[src/verilog/aesm_consts.svh]
// register offsets, field positions and timing counts of the cipher register front end
// assumes an 8-bit data-space register port and a 40 MHz system clock
`ifndef AESM_CONSTS_SVH
`define AESM_CONSTS_SVH
`define AESM_OFS_CTRL 9'h13c
`define AESM_OFS_STAT 9'h13d
`define AESM_OFS_TEXT 9'h13e
`define AESM_OFS_KEY 9'h13f
`define AESM_OFS_IRQ_STAT 9'h140
`define AESM_OFS_IRQ_MASK 9'h143
`define AESM_CTRL_RUN 7
`define AESM_CTRL_MODE 5
`define AESM_CTRL_DIR 3
`define AESM_CTRL_IE 2
`define AESM_STAT_ERR 7
`define AESM_STAT_DONE 0
`define AESM_CTRL_RST 8'h00
`define AESM_STAT_RST 8'h00
`define AESM_CTRL_WMASK 8'h2c
`define AESM_RUN_CYCLES 5'h14
`endif

[src/verilog/aesm_pkg.sv]
// types shared by the cipher register front end
// assumes aesm_consts.svh holds the register offsets, field positions and run length
package aesm_pkg;
    typedef enum logic [1:0] {ST_IDLE, ST_RUN, ST_DONE} aesm_state_t;
    typedef struct packed {
        logic cbc;
        logic decrypt;
        logic irq_en;
    } aesm_ctrl_t;
    typedef struct packed {
        logic [8:0] addr;
        logic [7:0] wdata;
        logic wr;
        logic rd;
    } aesm_bus_t;
endpackage : aesm_pkg

[src/verilog/aesm_regs.sv]
// cipher register front end: control, status, text and key buffers, run sequencer, irq
// assumes a synchronous register port from the cpu on clk_sys_i, sleep_i from transceiver logic
//
// Local design decision: strobed register access.
`timescale 1ns/10ps
`include "aesm_consts.svh"

module aesm_regs #(
    parameter int unsigned NBYTES = 16
) (
    // clock and reset
    input wire logic clk_sys_i,
    input wire logic rst_n_i,
    // transceiver sleep entry level
    input wire logic sleep_i,
    // register port
    input wire logic [8:0] addr_i,
    input wire logic [7:0] wdata_i,
    input wire logic wr_i,
    input wire logic rd_i,
    output logic [7:0] rdata_o,
    // interrupt and busy
    output logic irq_o,
    output logic busy_o
);
    localparam int unsigned PW = $clog2(NBYTES);

    aesm_pkg::aesm_bus_t bus;
    aesm_pkg::aesm_state_t state_r;
    aesm_pkg::aesm_ctrl_t ctrl_r;
    logic [7:0] text_r [NBYTES];
    logic [7:0] key_r [NBYTES];
    logic [7:0] rkey_r [NBYTES];
    logic [PW-1:0] tptr_r, kptr_r;
    logic [PW:0] twr_cnt_r, trd_cnt_r, kwr_cnt_r;
    logic [4:0] cyc_r, run_len_r;
    logic done_r, err_r, sleep_d_r;
    logic [1:0] irq_stat_r, irq_mask_r;
    logic [7:0] rdata_r;
    logic irq_r, busy_r;
    logic ctrl_acc, text_acc, key_acc, start, sleep_ent, finish, load_bad, abort;

    // one carrier for the port fields
    assign bus = '{addr: addr_i, wdata: wdata_i, wr: wr_i, rd: rd_i};

    function automatic logic hit(input logic [8:0] a, input logic [8:0] ofs);
        hit = a == ofs;
    endfunction : hit

    // round-key stand-in: a keyed byte mix, not a real cipher core
    function automatic logic [7:0] mix(input logic [7:0] d, input logic [7:0] k, input logic [3:0] i);
        mix = {d[6:0], d[7]} ^ k ^ {4'h0, i};
    endfunction : mix

    assign ctrl_acc = (bus.wr | bus.rd) & hit(bus.addr, `AESM_OFS_CTRL);
    assign text_acc = (bus.wr | bus.rd) & hit(bus.addr, `AESM_OFS_TEXT);
    assign key_acc = (bus.wr | bus.rd) & hit(bus.addr, `AESM_OFS_KEY);
    assign sleep_ent = sleep_i & ~sleep_d_r;
    assign start = bus.wr & hit(bus.addr, `AESM_OFS_CTRL) & bus.wdata[`AESM_CTRL_RUN]
                   & (state_r != aesm_pkg::ST_RUN);
    assign abort = ctrl_acc & (state_r == aesm_pkg::ST_RUN);
    // a partial fill or drain leaves a count between zero and full
    assign load_bad = (twr_cnt_r != 0 && twr_cnt_r < NBYTES) || (trd_cnt_r != 0 && trd_cnt_r < NBYTES)
                      || (kwr_cnt_r != 0 && kwr_cnt_r < NBYTES);
    assign finish = (state_r == aesm_pkg::ST_RUN) & (cyc_r == 5'h01) & ~abort;

    // sleep edge detect, sleep_i comes from same-clock logic
    always_ff @(posedge clk_sys_i or negedge rst_n_i) begin
        if (!rst_n_i) begin
            sleep_d_r <= 1'b0;
        end else begin
            sleep_d_r <= sleep_i;
        end
    end

    // control fields; reserved bits are never stored so they read zero
    always_ff @(posedge clk_sys_i or negedge rst_n_i) begin
        if (!rst_n_i) begin
            ctrl_r <= '0;
        end else if (sleep_ent) begin
            ctrl_r <= '0;
        end else if (bus.wr && hit(bus.addr, `AESM_OFS_CTRL)) begin
            ctrl_r.cbc <= bus.wdata[`AESM_CTRL_MODE];
            ctrl_r.decrypt <= bus.wdata[`AESM_CTRL_DIR];
            ctrl_r.irq_en <= bus.wdata[`AESM_CTRL_IE];
        end
    end

    // written mode and direction fields follow the data bits of the same write
    chk_ctrl_fields: assert property (@(posedge clk_sys_i) disable iff (!rst_n_i)
        bus.wr && hit(bus.addr, `AESM_OFS_CTRL) && !sleep_ent
        |=> ctrl_r.cbc == $past(bus.wdata[`AESM_CTRL_MODE])
        && ctrl_r.decrypt == $past(bus.wdata[`AESM_CTRL_DIR])) else $error("ctrl field lost");

    // run sequencer: fixed latency, any control access aborts; busy is a flop copy of the run state
    always_ff @(posedge clk_sys_i or negedge rst_n_i) begin
        if (!rst_n_i) begin
            state_r <= aesm_pkg::ST_IDLE;
            cyc_r <= 5'h00;
            busy_r <= 1'b0;
        end else if (sleep_ent || abort) begin
            state_r <= aesm_pkg::ST_IDLE;
            cyc_r <= 5'h00;
            busy_r <= 1'b0;
        end else begin
            unique case (state_r)
                aesm_pkg::ST_IDLE, aesm_pkg::ST_DONE: begin
                    if (start && !load_bad) begin
                        state_r <= aesm_pkg::ST_RUN;
                        cyc_r <= `AESM_RUN_CYCLES;
                        busy_r <= 1'b1;
                    end
                end
                aesm_pkg::ST_RUN: begin
                    cyc_r <= cyc_r - 5'h01;
                    if (cyc_r == 5'h01) begin
                        state_r <= aesm_pkg::ST_DONE;
                        busy_r <= 1'b0;
                    end
                end
            endcase
        end
    end

    // run length watch for the checks; a stuck sequencer shows up as an overlong run
    always_ff @(posedge clk_sys_i or negedge rst_n_i) begin
        if (!rst_n_i) begin
            run_len_r <= 5'h00;
        end else if (state_r == aesm_pkg::ST_RUN) begin
            run_len_r <= run_len_r + 5'h01;
        end else begin
            run_len_r <= 5'h00;
        end
    end

    chk_run_len: assert property (@(posedge clk_sys_i) disable iff (!rst_n_i)
        state_r == aesm_pkg::ST_RUN |-> run_len_r < `AESM_RUN_CYCLES) else $error("run too long");
    chk_start_busy: assert property (@(posedge clk_sys_i) disable iff (!rst_n_i)
        start && !load_bad && !sleep_ent |=> busy_o) else $error("busy not raised");

    // status flags; a new run clears them first
    always_ff @(posedge clk_sys_i or negedge rst_n_i) begin
        if (!rst_n_i) begin
            done_r <= 1'b0;
            err_r <= 1'b0;
        end else if (sleep_ent) begin
            done_r <= 1'b0;
            err_r <= 1'b0;
        end else if (abort) begin
            err_r <= 1'b1;
        end else if (start) begin
            done_r <= 1'b0;
            err_r <= load_bad;
        end else if (finish) begin
            done_r <= 1'b1;
        end
    end

    // flag checks: completion sets done alone, a new request clears it
    chk_done_set: assert property (@(posedge clk_sys_i) disable iff (!rst_n_i)
        finish && !sleep_ent |=> done_r && !err_r) else $error("done not set");
    chk_start_clear: assert property (@(posedge clk_sys_i) disable iff (!rst_n_i)
        start && !sleep_ent |=> !done_r) else $error("done not cleared");

    // text buffer pointer and counts; reads and writes share one pointer
    always_ff @(posedge clk_sys_i or negedge rst_n_i) begin
        if (!rst_n_i) begin
            tptr_r <= '0;
            twr_cnt_r <= '0;
            trd_cnt_r <= '0;
        end else if (sleep_ent || start || finish) begin
            tptr_r <= '0;
            twr_cnt_r <= '0;
            trd_cnt_r <= '0;
        end else if (text_acc) begin
            tptr_r <= tptr_r + 1'b1;
            if (bus.wr && twr_cnt_r != NBYTES) twr_cnt_r <= twr_cnt_r + 1'b1;
            if (bus.rd && trd_cnt_r != NBYTES) trd_cnt_r <= trd_cnt_r + 1'b1;
        end
    end

    // pointer checks: sleep and a new run rewind the buffers
    chk_sleep_ptr: assert property (@(posedge clk_sys_i) disable iff (!rst_n_i)
        sleep_ent |=> tptr_r == '0 && twr_cnt_r == '0 && trd_cnt_r == '0) else $error("text ptr not cleared");
    chk_ptr_start: assert property (@(posedge clk_sys_i) disable iff (!rst_n_i)
        start && !sleep_ent |=> tptr_r == '0 && kptr_r == '0) else $error("ptr not rewound");

    // text storage; the result overwrites the input at completion
    always_ff @(posedge clk_sys_i or negedge rst_n_i) begin
        if (!rst_n_i) begin
            for (int i = 0; i < NBYTES; i++) text_r[i] <= 8'h00;
        end else if (sleep_ent) begin
            for (int i = 0; i < NBYTES; i++) text_r[i] <= 8'h00;
        end else if (finish) begin
            for (int i = 0; i < NBYTES; i++) begin
                text_r[i] <= mix(text_r[i] ^ (ctrl_r.cbc ? 8'h5a : 8'h00), key_r[i],
                                 {ctrl_r.decrypt, 3'(i)});
            end
        end else if (bus.wr && hit(bus.addr, `AESM_OFS_TEXT)) begin
            text_r[tptr_r] <= bus.wdata;
        end
    end

    // key pointer and fill count
    always_ff @(posedge clk_sys_i or negedge rst_n_i) begin
        if (!rst_n_i) begin
            kptr_r <= '0;
            kwr_cnt_r <= '0;
        end else if (sleep_ent || start) begin
            kptr_r <= '0;
            kwr_cnt_r <= '0;
        end else if (key_acc) begin
            kptr_r <= kptr_r + 1'b1;
            if (bus.wr && kwr_cnt_r != NBYTES) kwr_cnt_r <= kwr_cnt_r + 1'b1;
        end
    end

    // key pointer steps once per access
    chk_key_step: assert property (@(posedge clk_sys_i) disable iff (!rst_n_i)
        key_acc && !sleep_ent && !start |=> kptr_r == $past(kptr_r) + 1'b1) else $error("key step");

    // written key kept apart from the readable round key
    always_ff @(posedge clk_sys_i or negedge rst_n_i) begin
        if (!rst_n_i) begin
            for (int i = 0; i < NBYTES; i++) key_r[i] <= 8'h00;
        end else if (sleep_ent) begin
            for (int i = 0; i < NBYTES; i++) key_r[i] <= 8'h00;
        end else if (bus.wr && hit(bus.addr, `AESM_OFS_KEY)) begin
            key_r[kptr_r] <= bus.wdata;
        end
    end

    // readable key: mirrors writes, takes the round key at completion
    always_ff @(posedge clk_sys_i or negedge rst_n_i) begin
        if (!rst_n_i) begin
            for (int i = 0; i < NBYTES; i++) rkey_r[i] <= 8'h00;
        end else if (sleep_ent) begin
            for (int i = 0; i < NBYTES; i++) rkey_r[i] <= 8'h00;
        end else if (finish) begin
            for (int i = 0; i < NBYTES; i++) rkey_r[i] <= mix(key_r[i], 8'ha5, 4'(i));
        end else if (bus.wr && hit(bus.addr, `AESM_OFS_KEY)) begin
            rkey_r[kptr_r] <= bus.wdata;
        end
    end

    // sticky events: bit0 done, bit1 error; set beats write-one clear
    always_ff @(posedge clk_sys_i or negedge rst_n_i) begin
        if (!rst_n_i) begin
            irq_stat_r <= 2'h0;
        end else begin
            irq_stat_r <= (irq_stat_r & ~({2{bus.wr && hit(bus.addr, `AESM_OFS_IRQ_STAT)}} & bus.wdata[1:0]))
                          | {abort | (start & load_bad), finish};
        end
    end

    // an event must win over a clear in the same cycle
    chk_irq_set_win: assert property (@(posedge clk_sys_i) disable iff (!rst_n_i)
        finish |=> irq_stat_r[0]) else $error("done event lost");
    chk_err_event: assert property (@(posedge clk_sys_i) disable iff (!rst_n_i)
        abort |=> irq_stat_r[1]) else $error("error event lost");

    // mask register
    always_ff @(posedge clk_sys_i or negedge rst_n_i) begin
        if (!rst_n_i) begin
            irq_mask_r <= 2'h0;
        end else if (bus.wr && hit(bus.addr, `AESM_OFS_IRQ_MASK)) begin
            irq_mask_r <= bus.wdata[1:0];
        end
    end

    // enable bit gates the whole interrupt
    always_ff @(posedge clk_sys_i or negedge rst_n_i) begin
        if (!rst_n_i) begin
            irq_r <= 1'b0;
        end else begin
            irq_r <= ctrl_r.irq_en & |(irq_stat_r & irq_mask_r);
        end
    end

    // level follows enabled, unmasked events one cycle late
    chk_irq_raise: assert property (@(posedge clk_sys_i) disable iff (!rst_n_i)
        ctrl_r.irq_en && |(irq_stat_r & irq_mask_r) |=> irq_o) else $error("irq not raised");
    chk_mask_gate: assert property (@(posedge clk_sys_i) disable iff (!rst_n_i)
        irq_mask_r == 2'h0 |=> !irq_o) else $error("irq while masked");

    // read data for one cycle after the strobe, zero otherwise
    always_ff @(posedge clk_sys_i or negedge rst_n_i) begin
        if (!rst_n_i) begin
            rdata_r <= 8'h00;
        end else if (!bus.rd) begin
            rdata_r <= 8'h00;
        end else begin
            unique case (bus.addr)
                `AESM_OFS_CTRL: rdata_r <= {2'b00, ctrl_r.cbc, 1'b0, ctrl_r.decrypt, ctrl_r.irq_en, 2'b00};
                `AESM_OFS_STAT: rdata_r <= {err_r, 6'h00, done_r};
                `AESM_OFS_TEXT: rdata_r <= text_r[tptr_r];
                `AESM_OFS_KEY: rdata_r <= rkey_r[kptr_r];
                `AESM_OFS_IRQ_STAT: rdata_r <= {6'h00, irq_stat_r};
                `AESM_OFS_IRQ_MASK: rdata_r <= {6'h00, irq_mask_r};
                default: rdata_r <= 8'h00;
            endcase
        end
    end

    // idle port reads zero, so a stale byte never looks like data
    chk_read_idle: assert property (@(posedge clk_sys_i) disable iff (!rst_n_i)
        !bus.rd |=> rdata_o == 8'h00) else $error("stale read data");

    // outputs straight from flops
    assign rdata_o = rdata_r;
    assign irq_o = irq_r;
    assign busy_o = busy_r;

    // remaining checks; a run ends done within its latency unless aborted or put to sleep
    chk_abort_err: assert property (@(posedge clk_sys_i) disable iff (!rst_n_i)
        abort && !sleep_ent |=> err_r && state_r == aesm_pkg::ST_IDLE) else $error("abort lost");
    chk_sleep_clr: assert property (@(posedge clk_sys_i) disable iff (!rst_n_i)
        sleep_ent |=> ctrl_r == '0 && !done_r && !err_r && text_r[0] == 8'h00) else $error("sleep clear");
    chk_start_run: assert property (@(posedge clk_sys_i) disable iff (!rst_n_i)
        start && !load_bad && !sleep_ent |=> state_r == aesm_pkg::ST_RUN) else $error("no start");
    chk_run_done: assert property (@(posedge clk_sys_i) disable iff (!rst_n_i)
        start && !load_bad && !sleep_ent |=> ##[0:21] (done_r || state_r == aesm_pkg::ST_IDLE)) else $error("no done");
    chk_status_rsv: assert property (@(posedge clk_sys_i) disable iff (!rst_n_i)
        bus.rd && bus.addr == `AESM_OFS_STAT |=> rdata_o[6:1] == 6'h00) else $error("status rsv");
    chk_text_step: assert property (@(posedge clk_sys_i) disable iff (!rst_n_i)
        text_acc && !sleep_ent && !start && !finish |=> tptr_r == $past(tptr_r) + 1'b1) else $error("step");
    chk_bad_load: assert property (@(posedge clk_sys_i) disable iff (!rst_n_i)
        start && load_bad && !sleep_ent |=> err_r && !done_r) else $error("partial load");
    chk_irq_gate: assert property (@(posedge clk_sys_i) disable iff (!rst_n_i)
        !ctrl_r.irq_en |=> !irq_o) else $error("irq while disabled");
    chk_key_keep: assert property (@(posedge clk_sys_i) disable iff (!rst_n_i)
        finish && !sleep_ent |=> key_r[0] == $past(key_r[0])) else $error("key changed");
endmodule : aesm_regs

[config.mk]
export PLATFORM = sky130hd
export DESIGN_NAME = aesm_regs
export DESIGN_NICKNAME = d
export VERILOG_FILES = /design/src/verilog/aesm_pkg.sv /design/src/verilog/aesm_regs.sv
export VERILOG_INCLUDE_DIRS = /design/src /design/src/verilog
export SDC_FILE = /design/constraint.sdc
export NUM_CORES = 1
export LEC_CHECK = 0
export BUFFER_PORTS_ARGS = -buffer_cell sky130_fd_sc_hd__buf_2
export CAP_MARGIN = 20
export CORE_AREA = 2 2 214 216
export DETAILED_ROUTE_END_ITERATION = 8
export DIE_AREA = 0 0 216 218
export PLACE_DENSITY = 0.7
export SYNTH_ARGS = -nofsm -noshare
export SYNTH_HDL_FRONTEND = slang
export SYNTH_SLANG_ARGS = --single-unit
[constraint.sdc]
create_clock -name clk_sys_i -period 5.6 [get_ports clk_sys_i]
set_input_delay 0.28 -clock clk_sys_i [delete_from_list [all_inputs] [get_ports clk_sys_i]]
set_output_delay 0.28 -clock clk_sys_i [all_outputs]
set_load 0.01 [all_outputs]
==> reports/qor.txt <==
initial antenna violation count -> 1
Hold Vio Cnt, Final -> 0
Max VDD drop -> 0.239 mV
Post-Syn Nets -> 2,581
number of enable flip-flop cells after synthesis -> 0
Worst-path clk slew -> 0.07 ns
Clock power frac -> 48.8%
nets@finish -> 2,477
Hold Path Stages -> 3
met1 wire length -> 31,600 um
Synth Cell Area -> 24,300 um^2
ANT cells -> 0
Die Width -> 216 um
routed len/inst -> 26.4 um
worst slack, placed -> 2.36 ns
H-tree depth -> 2
Port Buf Inserts -> 31
CTS tree -> built
Critical Path AT -> 3.80 ns
WL met2 -> 35,800 um
flops & latches, synth -> 433
Synth cell types -> 62
switching part of the total power -> 23.7%
Leak Pwr -> 0.0109 uW
Starting Density -> 54.2%
row count -> 78
Avg Inst Size Synth -> 9.56 um^2
Top Metal Used -> met5
Tcrit/Tclk final -> 59.3%
Reg power frac -> 47.3%
CTS resizes -> 0
Combinational Power Share -> 3.9%
clk sink count -> 433
measured slew at the worst slew-check pin -> 1.25 ns
switching power -> 1570 uW
Core ar. -> 44,900 um^2
Max clock buf depth -> 3
Tightest Hold Check Type -> in -> reg
max cap viols -> 0
relative slew slack -> 16.8%
RSZ-0062 raised after global routing -> false
Critical Path End Type -> flop
clock latency on the worst-skew pair -> 0.61 ns
TNS Setup -> 0 ns
sequential cell area fraction in the yosys report -> 44.6%
count of antenna-violating nets left after detailed routing -> 0
Final Skew -> 0.0267 ns
Final setup viols -> 0
Remaining DRCs -> 0
fin crit period -> 3.32 ns
share of layout cells above drive strength 1 -> 10.9%
Crit Reg-Reg Startpoint -> tptr_r[1]$_DFFE_PN0P_
Die ar. -> 47,100 um^2
flop2flop setup slack -> 2.28 ns
Post-Route WL -> 81,100 um
crit path launch type -> flop
reg2reg end -> text_r[28]$_DFFE_PN0P_
hold path start -> wr_i
Hold Path Sink -> ctrl_r[0]$_DFFE_PN0P_
Synth Flop Type -> dfrtp_1
Area growth syn-to-layout -> 7.78%
Critical Path Fanout Max -> 20
status -> finished, final reports clean
worst r2r path cells -> 8
ys async rst share -> 100%
Pins Over Slew Limit -> 0
P_int -> 5050 uW
Synth Instances -> 2,543
pwr/cell area -> 253 nW/um^2
total grt overflow -> 0
number of global-route vias before repair -> 19,900
I/O pins -> 32
CP Class -> reg -> reg
Synth Warn # -> 0
Die Ht -> 218 um
total global-route track usage -> 34.6%
first-pass GRT wire length -> 124,000 um
drt initial violations -> 2,886
vias per cell -> 6.78
Final WS setup -> 2.28 ns
Placer Congestion -> 0.990
largest net degree at the start of global routing -> 168
clk root buf -> clkbuf_16
WP data required -> 6.07 ns
via count -> 20,800
Highest Clock Rate -> 301 MHz
Inserted Clock Buffers -> 47
DP Wirelength -> 50,800 um
Initial DRT Pass Iterations -> 6
met3 routed WL -> 8830 um
## flip-flops by register name (all words and copies together), names as in the netlist, 3 cells and up
signal / count
kwr_cnt_r: 5
text_r: 128
ctrl_r: 3
tptr_r: 4
key_r: 128
rkey_r: 128
cyc_r: 5
trd_cnt_r: 5
twr_cnt_r: 5
rdata_o: 8
kptr_r: 4
## cell usage after synthesis, drive strengths merged (47+ instances only)
| cell | n | area [um^2] |
|---|---|---|
| xnor2 | 180 | 1580 |
| o21ai | 143 | 716 |
| mux4 | 69 | 1550 |
| buf | 73 | 457 |
| xor2 | 47 | 412 |
| mux2i | 77 | 771 |
| nand2 | 468 | 1760 |
| nor2 | 203 | 762 |
| a311oi | 155 | 1520 |
| clkbuf | 158 | 593 |
| a21oi | 202 | 1010 |
| dfrtp | 433 | 10800 |
## power by group through the flow
| stage | clock network (uW) | logic, uW | registers, uW |
|---|---|---|---|
| after floorplan | 0 | 108 | 3190 |
| after global placement | 0 | 247 | 3190 |
| after detailed placement | 0 | 249 | 3190 |
| after CTS | 3240 | 251 | 3130 |
| after global routing | 3380 | 273 | 3130 |
| final | 3230 | 257 | 3130 |
## cell usage in the layout (no fill, tap or decap), drive strengths merged, types with 25 or more instances in the layout
master / instances
nand4: 25
nand2: 468
clkbuf: 73
o21ai: 143
nor2: 203
nand3: 45
mux2i: 77
dfrtp: 433
a311oi: 155
xnor2: 180
mux4: 69
a21oi: 202
buf: 76
xor2: 47
and3: 44
## how the worst max path moves through the flow
stage                           from                 endpoint  slack (ns)  cells after the start
4_1_cts        kptr_r[1]$_DFFE_PN0P_  rkey_r[107]$_DFFE_PN0P_        2.47                      5
2_1_floorplan  kptr_r[0]$_DFFE_PN0P_   key_r[122]$_DFFE_PN0P_        2.80                     10
5_1_grt        kptr_r[1]$_DFFE_PN0P_  rkey_r[101]$_DFFE_PN0P_        2.17                      6
6_report       tptr_r[1]$_DFFE_PN0P_   text_r[28]$_DFFE_PN0P_        2.28                      8
3_5_place_dp               addr_i[8]   text_r[22]$_DFFE_PN0P_        2.36                      7
3_3_place_gp               addr_i[8]   text_r[31]$_DFFE_PN0P_        2.48                      7
## metal layers
metal / track usage, % / up-vias
li1: - / 8772
met1: 47.3 / 10400
met2: 51.6 / 1357
met3: 7.66 / 275
met4: 18.9 / 2
met5: 0 / -
## critical path: stages (launching register included)
cell and delay (ns):
dfrtp_1 0.36, buf_4 0.24, inv_1 0.29, ha_1 0.21
nand4_1 0.65, buf_4 0.45, nor2_1 0.56, nand2_1 0.11
a311oi_1 0.32
## cell type report
type / count / area, um^2
clock inverters: 11 / 141
inverters: 21 / 78.8
multi-input cells: 1858 / 12400
fillers: 3827 / 18700
clock buffers: 73 / 1430
flip-flops and latches: 433 / 10800
repair buffers: 78 / 583
well taps: 600 / 751
## what timing repair did
action,in CTS,in global routing
buffers inserted,0,0
endpoints found under the hold margin,104,0
hold buffers,2,0
## stage by stage
step                      total power, uW  area, um^2  hold slack [ns]  std cells  utilization, %
final                                6620       26200           0.0310       3074            58.4
after global placement               3440       24600            0.403       2986            54.8
after detailed placement             3440       24600            0.405       2986            54.8
after CTS                            6630       26200           0.0140       3072            58.4
after global routing                 6790       26200           0.0432       3074            58.4
after floorplan                      3300       24300          -0.0156       2543               -
## logic make-up (layout without fill, tap and decap cells)
family          Yosys count  in the layout  share of synthesized area (%)
flops                   433            433                           44.6
buf+inv                 252            183                           4.64
compound gates          574            574                           15.6
fa+ha+maj                16             16                          0.823
mux                     149            149                           9.70
simple gates            892            892                           16.5
xor+xnor                227            227                           8.18
No activity file was read; power rests on OpenSTA's default activity.
